File: config.mk
export PLATFORM = sky130hd
export DESIGN_NAME = rls_sequencer
export DESIGN_NICKNAME = d
export VERILOG_FILES = /design/src/rtl/rls_pkg.sv /design/src/rtl/rls_sequencer.sv
export SDC_FILE = /design/constraint.sdc
export NUM_CORES = 1
export LEC_CHECK = 0
export BUFFER_PORTS_ARGS = -buffer_cell sky130_fd_sc_hd__buf_2
export CORE_ASPECT_RATIO = 0.5
export CORE_MARGIN = 8
export CORE_UTILIZATION = 51
export DETAILED_ROUTE_END_ITERATION = 6
export GPL_TIMING_DRIVEN = 1
export PLACE_DENSITY = 0.69
export SLEW_MARGIN = 20
export SYNTH_ARGS = -nofsm -noshare
export SYNTH_HDL_FRONTEND = slang
export SYNTH_SLANG_ARGS = --single-unit
File: constraint.sdc
create_clock -name clk -period 7.5 [get_ports clk]
set_input_delay 0.375 -clock clk [delete_from_list [all_inputs] [get_ports clk]]
set_output_delay 0.375 -clock clk [all_outputs]
set_load 0.1 [all_outputs]
File: src/rtl/rls_pkg.sv
// Package of constants and types for the radio listen sequencer
package rls_pkg;

  // ****************************************************************
  // Register map (word addresses on the plain register port)
  // ****************************************************************
  localparam logic [3:0] RLS_ADDR_CTRL = 4'h0;
  localparam logic [3:0] RLS_ADDR_CFG = 4'h1;
  localparam logic [3:0] RLS_ADDR_TMR1 = 4'h2;
  localparam logic [3:0] RLS_ADDR_T2 = 4'h3;
  localparam logic [3:0] RLS_ADDR_RXTO = 4'h4;
  localparam logic [3:0] RLS_ADDR_STATE = 4'h5;
  localparam logic [3:0] RLS_ADDR_IRQ_STAT = 4'h6;
  localparam logic [3:0] RLS_ADDR_IRQ_MASK = 4'h7;
  localparam logic [3:0] RLS_ADDR_PINMAP = 4'h8;

  // ****************************************************************
  // Field positions
  // ****************************************************************
  localparam int RLS_CTRL_START = 0;
  localparam int RLS_CTRL_STOP = 1;
  localparam int RLS_CFG_IDLE_DEPTH = 0;
  localparam int RLS_CFG_LOW_POWER = 1;
  localparam int RLS_CFG_IDLE_EXIT = 2;
  localparam int RLS_CFG_START_LSB = 3;
  localparam int RLS_CFG_RXEXIT_LSB = 5;
  localparam int RLS_CFG_RXTO_EN = 8;
  localparam int RLS_PIN_PREAMBLE_SEL = 10;
  localparam int RLS_IRQ_PREAMBLE = 0;
  localparam int RLS_IRQ_SYNC = 1;
  localparam int RLS_IRQ_PAYLOAD = 2;
  localparam int RLS_IRQ_TMR1 = 3;

  // ****************************************************************
  // Reset values and codes
  // ****************************************************************
  localparam logic [8:0] RLS_CFG_RESET = 9'h0C7;
  localparam logic [15:0] RLS_TMR1_RESET = 16'h0064;
  localparam logic [15:0] RLS_T2_RESET = 16'h0064;
  localparam logic [15:0] RLS_RXTO_RESET = 16'h0010;
  localparam logic [10:0] RLS_PINMAP_RESET = 11'h0000;
  localparam logic [1:0] RLS_START_TO_LOW_POWER = 2'h0;
  localparam logic [2:0] RLS_RXEXIT_ON_PREAMBLE = 3'h6;
  localparam logic [2:0] RLS_RXEXIT_ON_SYNC = 3'h5;
  localparam logic [2:0] RLS_RXEXIT_ON_PAYLOAD = 3'h4;
  localparam logic [1:0] RLS_MAP_PREAMBLE = 2'h3;
  localparam logic [1:0] RLS_MAP_CRC_PASS = 2'h1;
  localparam logic [1:0] RLS_MAP_FIFO = 2'h0;
  localparam logic [1:0] RLS_MAP_SYNC = 2'h3;

  // ****************************************************************
  // Timing: timer tick is the 64 us timer resolution
  // ****************************************************************
  localparam int RLS_CLK_PERIOD_NS = 100;
  localparam int RLS_TICK_NS = 64000;
  localparam int RLS_TICK_CYCLES = RLS_TICK_NS / RLS_CLK_PERIOD_NS;

  // ****************************************************************
  // Types
  // ****************************************************************
  typedef enum logic [2:0] {
    RLS_ST_OFF = 3'b000,
    RLS_ST_IDLE = 3'b001,
    RLS_ST_STANDBY = 3'b010,
    RLS_ST_RX = 3'b011,
    RLS_ST_RX_HOLD = 3'b100
  } rls_state_t;

  typedef struct packed {
    logic preamble;
    logic sync;
    logic payload;
    logic crc;
    logic fifo_threshold;
    logic fifo_drained;
  } rls_events_t;

  typedef struct packed {
    logic [3:0] addr;
    logic [15:0] wdata;
    logic wr;
    logic rd;
  } rls_bus_req_t;

endpackage : rls_pkg

File: src/rtl/rls_sequencer.sv
// Listen mode top sequencer with register port, interrupt and event pin mapping
`timescale 1ns/1ps
`default_nettype none

module rls_sequencer
  import rls_pkg::*;
(
  input wire logic clk,
  input wire logic resetn,
  input wire logic [3:0] reg_addr,
  input wire logic [15:0] reg_wdata,
  input wire logic reg_wr,
  input wire logic reg_rd,
  output logic [15:0] reg_rdata,
  input wire logic preamble_found_event,
  input wire logic sync_match_event,
  input wire logic payload_complete_event,
  input wire logic crc_pass,
  input wire logic fifo_threshold,
  input wire logic fifo_drained,
  output logic rx_on,
  output logic rc_osc_only,
  output logic seq_active,
  output logic [4:0] event_pins,
  output logic irq
);

  // ****************************************************************
  // Input synchronisers: radio events arrive from outside this domain
  // ****************************************************************
  rls_events_t ev_meta_reg;
  rls_events_t ev_sync_reg;
  rls_events_t ev_prev_reg;
  rls_events_t ev_rise;

  always_ff @(posedge clk or negedge resetn) begin
    if (!resetn) begin
      ev_meta_reg <= '0;
      ev_sync_reg <= '0;
      ev_prev_reg <= '0;
    end else begin
      ev_meta_reg <= {preamble_found_event, sync_match_event, payload_complete_event,
                      crc_pass, fifo_threshold, fifo_drained};
      ev_sync_reg <= ev_meta_reg;
      ev_prev_reg <= ev_sync_reg;
    end
  end

  // Events count on their rising edge so a held level fires once
  assign ev_rise = ev_sync_reg & ~ev_prev_reg;

  // ****************************************************************
  // Configuration registers
  // ****************************************************************
  logic [8:0] cfg_reg;
  logic [15:0] tmr1_reg;
  logic [15:0] t2_reg;
  logic [15:0] rxto_reg;
  logic [10:0] pinmap_reg;
  logic [3:0] irq_mask_reg;
  logic [3:0] irq_stat_reg;
  logic start_req;
  logic stop_req;

  logic [1:0] start_code;
  logic [2:0] rxexit_code;
  assign start_code = cfg_reg[RLS_CFG_START_LSB +: 2];
  assign rxexit_code = cfg_reg[RLS_CFG_RXEXIT_LSB +: 3];

  assign start_req = reg_wr && (reg_addr == RLS_ADDR_CTRL) && reg_wdata[RLS_CTRL_START];
  assign stop_req = reg_wr && (reg_addr == RLS_ADDR_CTRL) && reg_wdata[RLS_CTRL_STOP];

  // Writable settings; writes to unmapped addresses are dropped
  always_ff @(posedge clk or negedge resetn) begin
    if (!resetn) begin
      cfg_reg <= RLS_CFG_RESET;
      tmr1_reg <= RLS_TMR1_RESET;
      t2_reg <= RLS_T2_RESET;
      rxto_reg <= RLS_RXTO_RESET;
      pinmap_reg <= RLS_PINMAP_RESET;
      irq_mask_reg <= 4'h0;
    end else if (reg_wr) begin
      if (reg_addr == RLS_ADDR_CFG) begin
        cfg_reg <= reg_wdata[8:0];
      end else if (reg_addr == RLS_ADDR_TMR1) begin
        tmr1_reg <= reg_wdata;
      end else if (reg_addr == RLS_ADDR_T2) begin
        t2_reg <= reg_wdata;
      end else if (reg_addr == RLS_ADDR_RXTO) begin
        rxto_reg <= reg_wdata;
      end else if (reg_addr == RLS_ADDR_PINMAP) begin
        pinmap_reg <= reg_wdata[10:0];
      end else if (reg_addr == RLS_ADDR_IRQ_MASK) begin
        irq_mask_reg <= reg_wdata[3:0];
      end
    end
  end

  // ****************************************************************
  // Timer tick prescaler (RC oscillator time base)
  // ****************************************************************
  logic [9:0] pre_reg;
  logic tick;
  assign tick = (pre_reg == 10'(RLS_TICK_CYCLES - 1));

  always_ff @(posedge clk or negedge resetn) begin
    if (!resetn) begin
      pre_reg <= 10'h000;
    end else if (tick) begin
      pre_reg <= 10'h000;
    end else begin
      pre_reg <= pre_reg + 10'h001;
    end
  end

  // ****************************************************************
  // Sequencer state machine
  // ****************************************************************
  rls_state_t state_reg;
  rls_state_t state_next;
  logic [15:0] tmr_reg;
  logic [15:0] rxto_cnt_reg;
  logic preamble_seen_reg;
  logic tmr_done;
  logic rxto_done;
  logic wake_hit;
  logic rxto_exit;

  assign tmr_done = tick && (tmr_reg <= 16'h0001);
  assign rxto_done = cfg_reg[RLS_CFG_RXTO_EN] && tick && (rxto_cnt_reg <= 16'h0001);
  // A window cut short by the receive timeout must not shorten the poll
  // period, so the sleep that follows also takes the unused second timer
  assign rxto_exit = (state_reg == RLS_ST_RX) && !wake_hit && rxto_done && !preamble_seen_reg;

  // Which event ends the receive window with the sequencer off
  function automatic logic rx_exit_hit(input logic [2:0] code, input rls_events_t ev);
    rx_exit_hit = ((code == RLS_RXEXIT_ON_PREAMBLE) && ev.preamble)
               || ((code == RLS_RXEXIT_ON_SYNC) && ev.sync)
               || ((code == RLS_RXEXIT_ON_PAYLOAD) && ev.payload);
  endfunction : rx_exit_hit

  assign wake_hit = rx_exit_hit(rxexit_code, ev_rise);

  // Low power target: idle state when set, else sequencer waits in standby
  function automatic rls_state_t low_power_state(input logic sel);
    low_power_state = sel ? RLS_ST_IDLE : RLS_ST_STANDBY;
  endfunction : low_power_state

  always_comb begin
    state_next = state_reg;
    case (state_reg)
      RLS_ST_OFF: begin
        // Only a host start leaves off, never an event
        if (start_req && (start_code == RLS_START_TO_LOW_POWER)) begin
          state_next = low_power_state(cfg_reg[RLS_CFG_LOW_POWER]);
        end
      end
      RLS_ST_IDLE, RLS_ST_STANDBY: begin
        if (tmr_done && cfg_reg[RLS_CFG_IDLE_EXIT]) begin
          state_next = RLS_ST_RX;
        end
      end
      RLS_ST_RX: begin
        if (wake_hit) begin
          state_next = RLS_ST_RX_HOLD;
        end else if (rxto_done && !preamble_seen_reg) begin
          state_next = low_power_state(cfg_reg[RLS_CFG_LOW_POWER]);
        end else if (tmr_done) begin
          state_next = low_power_state(cfg_reg[RLS_CFG_LOW_POWER]);
        end
      end
      RLS_ST_RX_HOLD: begin
        state_next = RLS_ST_RX_HOLD;
      end
      default: begin
        state_next = RLS_ST_OFF;
      end
    endcase
    // Host stop overrides everything and switches modes
    if (stop_req) begin
      state_next = RLS_ST_OFF;
    end
  end

  always_ff @(posedge clk or negedge resetn) begin
    if (!resetn) begin
      state_reg <= RLS_ST_OFF;
    end else begin
      state_reg <= state_next;
    end
  end

  // Timer loads first timer entering low power, second timer entering receive
  always_ff @(posedge clk or negedge resetn) begin
    if (!resetn) begin
      tmr_reg <= 16'h0000;
      rxto_cnt_reg <= 16'h0000;
    end else if (state_next != state_reg) begin
      if (state_next == RLS_ST_RX) begin
        tmr_reg <= t2_reg;
        rxto_cnt_reg <= rxto_reg;
      end else if (rxto_exit && (tmr_reg != 16'h0000)) begin
        // Sleep covers first timer plus the rest of the second timer
        tmr_reg <= 16'(tmr1_reg + tmr_reg - 16'h0001);
        rxto_cnt_reg <= 16'h0000;
      end else begin
        tmr_reg <= tmr1_reg;
        rxto_cnt_reg <= 16'h0000;
      end
    end else if (tick) begin
      if (tmr_reg != 16'h0000) begin
        tmr_reg <= tmr_reg - 16'h0001;
      end
      if (rxto_cnt_reg != 16'h0000) begin
        rxto_cnt_reg <= rxto_cnt_reg - 16'h0001;
      end
    end
  end

  // A preamble inside the window disarms the receive timeout
  always_ff @(posedge clk or negedge resetn) begin
    if (!resetn) begin
      preamble_seen_reg <= 1'b0;
    end else if (state_reg != RLS_ST_RX) begin
      preamble_seen_reg <= 1'b0;
    end else if (ev_rise.preamble) begin
      preamble_seen_reg <= 1'b1;
    end
  end

  // ****************************************************************
  // Radio mode outputs
  // ****************************************************************
  always_ff @(posedge clk or negedge resetn) begin
    if (!resetn) begin
      rx_on <= 1'b0;
      rc_osc_only <= 1'b0;
      seq_active <= 1'b0;
    end else begin
      rx_on <= (state_next == RLS_ST_RX) || (state_next == RLS_ST_RX_HOLD);
      rc_osc_only <= (state_next == RLS_ST_IDLE) && cfg_reg[RLS_CFG_IDLE_DEPTH];
      seq_active <= (state_next == RLS_ST_IDLE) || (state_next == RLS_ST_STANDBY)
                 || (state_next == RLS_ST_RX);
    end
  end

  // ****************************************************************
  // Interrupt status, mask and output
  // ****************************************************************
  logic [3:0] irq_set;
  logic [3:0] irq_clr;
  logic listening;
  assign listening = (state_reg != RLS_ST_OFF);
  assign irq_set = {tmr_done && (state_reg == RLS_ST_IDLE),
                    listening && ev_rise.payload,
                    listening && ev_rise.sync,
                    listening && ev_rise.preamble};
  assign irq_clr = (reg_wr && (reg_addr == RLS_ADDR_IRQ_STAT)) ? reg_wdata[3:0] : 4'h0;

  // Set beats a clear arriving in the same cycle
  always_ff @(posedge clk or negedge resetn) begin
    if (!resetn) begin
      irq_stat_reg <= 4'h0;
    end else begin
      irq_stat_reg <= (irq_stat_reg & ~irq_clr) | irq_set;
    end
  end

  always_ff @(posedge clk or negedge resetn) begin
    if (!resetn) begin
      irq <= 1'b0;
    end else begin
      irq <= |(((irq_stat_reg & ~irq_clr) | irq_set) & irq_mask_reg);
    end
  end

  // ****************************************************************
  // Event pin mapping: two-bit code per pin, pin 4 needs select bit
  // ****************************************************************
  always_ff @(posedge clk or negedge resetn) begin
    if (!resetn) begin
      event_pins <= 5'h00;
    end else begin
      event_pins[0] <= (pinmap_reg[1:0] == RLS_MAP_CRC_PASS) && ev_sync_reg.crc;
      event_pins[1] <= (pinmap_reg[3:2] == RLS_MAP_FIFO) && ev_sync_reg.fifo_threshold;
      event_pins[2] <= (pinmap_reg[5:4] == RLS_MAP_SYNC) && ev_sync_reg.sync;
      event_pins[3] <= (pinmap_reg[7:6] == RLS_MAP_FIFO) && ev_sync_reg.fifo_drained;
      event_pins[4] <= (pinmap_reg[9:8] == RLS_MAP_PREAMBLE)
                    && pinmap_reg[RLS_PIN_PREAMBLE_SEL] && ev_sync_reg.preamble;
    end
  end

  // ****************************************************************
  // Read port: data one cycle after the read strobe, zero when unmapped
  // ****************************************************************
  always_ff @(posedge clk or negedge resetn) begin
    if (!resetn) begin
      reg_rdata <= 16'h0000;
    end else if (!reg_rd) begin
      reg_rdata <= 16'h0000;
    end else if (reg_addr == RLS_ADDR_CFG) begin
      reg_rdata <= {7'h00, cfg_reg};
    end else if (reg_addr == RLS_ADDR_TMR1) begin
      reg_rdata <= tmr1_reg;
    end else if (reg_addr == RLS_ADDR_T2) begin
      reg_rdata <= t2_reg;
    end else if (reg_addr == RLS_ADDR_RXTO) begin
      reg_rdata <= rxto_reg;
    end else if (reg_addr == RLS_ADDR_STATE) begin
      reg_rdata <= {13'h0000, state_reg};
    end else if (reg_addr == RLS_ADDR_IRQ_STAT) begin
      reg_rdata <= {12'h000, irq_stat_reg};
    end else if (reg_addr == RLS_ADDR_IRQ_MASK) begin
      reg_rdata <= {12'h000, irq_mask_reg};
    end else if (reg_addr == RLS_ADDR_PINMAP) begin
      reg_rdata <= {5'h00, pinmap_reg};
    end else begin
      reg_rdata <= 16'h0000;
    end
  end

endmodule : rls_sequencer

`default_nettype wire
Yosys cells after proc, flatten, opt, wreduce, memory -nomap -nowiden --
Index checks and enable logic that the tools add are counted.
Cells by class: add/subtract/negate cells 5, $lt $le $gt $ge 2, equal/unequal tests 25, muxes and demuxes 30, bitwise logic cells 11, reductions and logical operators 57
Operator list (number):
- $mux W16 | 14
- $sub A16 B1 Y16 const B | 3
- $mux W11 | 4
- $le A16 B1 Y1 const B | 2
- $reduce_bool A16 Y1 | 2
- $logic_and A1 B1 Y1 | 28
- $mux W3 | 6
- $add A16 B16 Y16 | 1
- $eq A4 B3 Y1 const B | 4
- $eq A3 B3 Y1 const B | 5
- $eq A3 B2 Y1 const B | 4
- $pmux W3 S4 | 1
- $add A10 B1 Y10 const B | 1
- $eq A10 B10 Y1 const B | 1
- $mux W10 | 1
- $and A4 B4 Y4 | 2
- $eq A4 B2 Y1 const B | 2
- $reduce_bool A2 Y1 | 4
- $reduce_and A7 Y1 | 1
- $and A6 B6 Y6 | 1
- $eq A3 B1 Y1 const B | 2
- $logic_not A2 Y1 | 3
- $not A6 Y6 | 1
- $reduce_and A2 Y1 | 3
- 23 further kinds | 34
Storage, ports and cells: flip-flop bits (word level) 165, input port bits 30, output and inout port bits 25

Longest topological paths before layout --
depth after elaboration 13, mapped depth 14, gate-level depth less buffers 14

Least setup slack after synthesis --
No wires, ideal clock.
kind flip-flop to flip-flop, from register tmr_reg[1], to register tmr_reg[15], library setup time 0.068 ns, arrival time 3.118 ns, data required time 7.432 ns, slack 4.314 ns, stages on the path, launching flop included 15, buffers on the path 0, path through dfrtp_1 -> inv_1 -> ha_1 -> inv_1 -> ha_1 -> inv_1 -> fa_1 -> nor2b_1 -> o31a_1 -> o21ai_0 -> o21ai_0 -> a41oi_1 -> mux2_2 -> or4_1 -> nand3_1
On the way: word-level cells in the longest chain between the ends 10, elaborated cells on any way between the ends 24, classes of those cells add/sub (3); order compare (1); eq/ne (2); mux (11); reduce/logical (7)
RTL lines:
- from (decl) | line rls_sequencer.sv:121 | logic [15:0] tmr_reg;
- from (signal assigned) | line rls_sequencer.sv:200 | tmr_reg <= t2_reg;
- from (signal assigned) | line rls_sequencer.sv:204 | tmr_reg <= 16'(tmr1_reg + tmr_reg - 16'h0001);
- from (signal assigned) | line rls_sequencer.sv:207 | tmr_reg <= tmr1_reg;
- parallel branches: the longest is 10 deep, another holds $add A16 B16 Y16
Parallel ways; which one is timed is not known. The select of a mux whose other input is x is not followed. A chain may end at the register's enable or synchronous reset.

Final worst setup path --
Same ends and word-level chain as after synthesis.

==> reports/metrics.yaml <==
status: "finished clean"
maxSlewHeadroom_pct: 30.70
grt_pass1_wl_microns: 37250
fin_cells: 1178
ir_drop_mv: 0.2380
drive_above_1_share_pct: 21.29
first_global_vias: 6880
hold_buffers: 0
viasPerCell: 5.860
synth-edff-count: 0
clkTransAtPathRegs_ns: 0.07
wl_per_cell_microns: 19.53
clock_path_buffers: 2
cp_max_fo: 4
synthCells: 887
cp_common_cell: "inv_1"
drt-initial-drc-count: 526
yosysWarnings: 0
h-tree-depth: 4
numCtsBuffers: 17
overflow: 0
cts_sinks: 162
start_util_pct: 51.60
core_area_sq_mm: 0.01719
yosysUniqueCellTypes: 70
p_per_area_mw_per_mm2: 358.9
diodes: 0
total_power_uw: 3568
fin_crit_ns: 3.658
crit_slowest_cell: "or4_1"
tightest_slew_ns: 1.040
clock.fmax_mhz: 273.4
reg2reg_slack_ns: 3.84
cts_setup_buffers: 0
hpwl_microns: 16300
ant_nets: 0
grt_max_degree: 106
hold_path.class: "in -> async"
synthesis.area_sq_mm: 0.008869
syn_to_final_growth_pct: 12.12
place_inst: 1146
synth.net_count: 954
p_leak_uw: 0.004578
die_area_sq_mm: 0.02212
cp.arrival_ns: 4.01
n_fill_cell: 1456
rsz0062_at_grt: "no"
synth_seq_cells: 162
root_buffer: "clkbuf_16"
grt.total_usage_pct: 21.29
rows: 34
first_pass_iters: 5
post_cts_resized: 0
fin_worst_skew_ns: 0.01167
clkLatencyLatePin_ns: 0.42
antenna_found_initial: 0
worstSetupPathType: "reg -> reg"
ys_async_sr_fraction_pct: 100.0
place.gp.congestion: 0.9061
syn_avg_cell_area_sq_um: 9.998
fin_nets: 998
die_h_microns: 109.2
finalSetupTns_ns: 0
slowest_delay_ns: 0.50
cts_tree: "yes"
drv_cap: 0
setup_viol_count_final: 0
synthFlopType: "dfrtp_1"
wl_microns: 23000
portBuffers: 54
die_x_microns: 202.5
startpoint_type: "register"
fin_crit_sh_pct: 48.78
cp-end-kind: "register"
vias: 6903
maxSlewViolCount: 0
drcViolationCount: 0
critPathRequiredTime_ns: 7.86
worstPathCellList: "inv_1 > ha_1 > inv_1 > ha_1 > inv_1 > fa_1 > nor2b_1 > o31a_1 > o21ai_0 > o21ai_0 > a41oi_1 > mux2_2 > or4_1 > nand3_1"
seq_area_frac_synth_pct: 45.88
hold_violations: 0
io_pins: 55
## worst max-delay path, delay by kind of cell, from the launching register on
| family | cells | cell delay, ns |
|---|---|---|
| compound gates | 4 | 0.97 |
| mux | 1 | 0.34 |
| flops | 1 | 0.40 |
| simple gates | 3 | 0.74 |
| buf+inv | 3 | 0.26 |
| fa+ha+maj | 3 | 0.89 |
## synthesized netlist by cell type, drive strengths merged, types with 2 or more instances
| library cell | number | area, sq um |
|---|---|---|
| xor2 | 16 | 140.1 |
| or3 | 5 | 31.28 |
| mux2 | 75 | 844.6 |
| o21ai | 52 | 260.3 |
| a21oi | 38 | 193.9 |
| a2111oi | 3 | 45.05 |
| nor3 | 21 | 105.1 |
| or3b | 2 | 17.52 |
| buf | 12 | 56.31 |
| inv | 71 | 266.5 |
| nand3 | 22 | 110.1 |
| o211a | 5 | 50.05 |
| a211oi | 5 | 42.54 |
| a22oi | 10 | 75.07 |
| nor2b | 5 | 31.28 |
| o22ai | 4 | 25.02 |
| nor4 | 10 | 75.07 |
| nand3b | 3 | 22.52 |
| nor2 | 80 | 302.8 |
| ha | 36 | 450.4 |
| nand2b | 8 | 50.05 |
| xnor2 | 29 | 254.0 |
| and2 | 7 | 43.79 |
| o21a | 5 | 37.54 |
| dfstp | 12 | 315.3 |
| or4 | 8 | 75.07 |
| o211ai | 18 | 140.1 |
| a22o | 5 | 43.79 |
| and3 | 8 | 50.05 |
| nand4 | 4 | 25.02 |
| nor3b | 3 | 33.78 |
| mux2i | 18 | 180.2 |
| a21o | 6 | 45.04 |
| dfrtp | 150 | 3754 |
| a31o | 2 | 17.52 |
| and4 | 2 | 17.52 |
| nand2 | 72 | 270.3 |
| or2 | 4 | 25.02 |
| a41oi | 2 | 17.52 |
| o2bb2ai | 2 | 23.77 |
| a311oi | 2 | 23.77 |
| a31oi | 9 | 56.30 |
| clkbuf | 22 | 82.58 |
## routing by layer
layer	global-route usage, %	part of all wire, %	vias to the layer above
met4	5.507	1.3	0
met2	31.40	43	216
li1	-	-	3202
met1	30.90	49	3458
met5	0	0	-
met3	5.397	6.0	27
## area by class of cell
class                   instances  area (sq um)  area share, %
clock buffers                  17         425.4          4.278
clock inverters                15         181.4          1.825
inverters                      71         266.5          2.680
multi-input cells             620          4394          44.19
flip-flops and latches        162          4069          40.92
well taps                     234         292.8          2.945
repair buffers                 59         314.1          3.158
## placed cells by master (no fill, tap or decap), types with 5 or more instances in the layout
master and count:
dfrtp_1 150, nor2_1 79, mux2_2 75, nand2_1 72, inv_1 71, buf_2 53, o21ai_0 45, a21oi_1 37
ha_1 36, xnor2_1 29, nand3_1 22, nor3_1 21, mux2i_1 18, o211ai_1 17, clkbuf_16 17, xor2_1 16
dfstp_2 12, a22oi_1 10, a31oi_1 9, nand2b_1 8, and3_1 8, nor4_1 8, o21ai_1 7, and2_1 7
a21o_1 6, inv_8 6, nor2b_1 5, or3_1 5, a22o_1 5, o211a_1 5, o21a_1 5, buf_4 5
## path summary, 6_finish.rpt
check | startpoint | endpoint | cells after the start
max in group asynchronous | resetn | t2_reg[9] | 2
max | tmr_reg[1] | tmr_reg[15] | 14
min reg2reg | ev_meta_reg[5] | ev_sync_reg[5] | 0
max reg2reg | tmr_reg[1] | tmr_reg[15] | 14
min in group clk | payload_complete_event | ev_meta_reg[3] | 1
min | resetn | pre_reg[1] | 1
## report_power, final
group	switching (uW)	leakage [uW]	internal [uW]	total [uW]
clock	414	0.000296	482	896
sequential	180	0.00202	1060	1240
combinational	867	0.00227	566	1430
## through the flow
| step | worst slack [ns] | hold slack, ns | utilization [%] | area (sq um) |
|---|---|---|---|---|
| floorplan | 4.314 | 0.07941 | - | 8869 |
| global placement | 3.988 | 0.3315 | 54.32 | 9336 |
| detailed placement | 3.880 | 0.3347 | 54.32 | 9336 |
| CTS | 3.859 | 0.03522 | 57.86 | 9943 |
| global route | 3.588 | 0.02929 | 57.86 | 9943 |
| finish | 3.842 | 0.02730 | 57.86 | 9943 |
## cell families (layout without fill, tap and decap cells)
group / Yosys count / in the layout / share of synthesized area [%]
compound gates: 178 / 178 / 13.43
xor+xnor: 45 / 45 / 4.444
fa+ha+maj: 37 / 37 / 5.305
buf+inv: 105 / 162 / 4.571
flops: 162 / 162 / 45.88
mux: 93 / 93 / 11.55
simple gates: 267 / 267 / 14.81
Note: power is estimated with default switching activity, not from simulation.
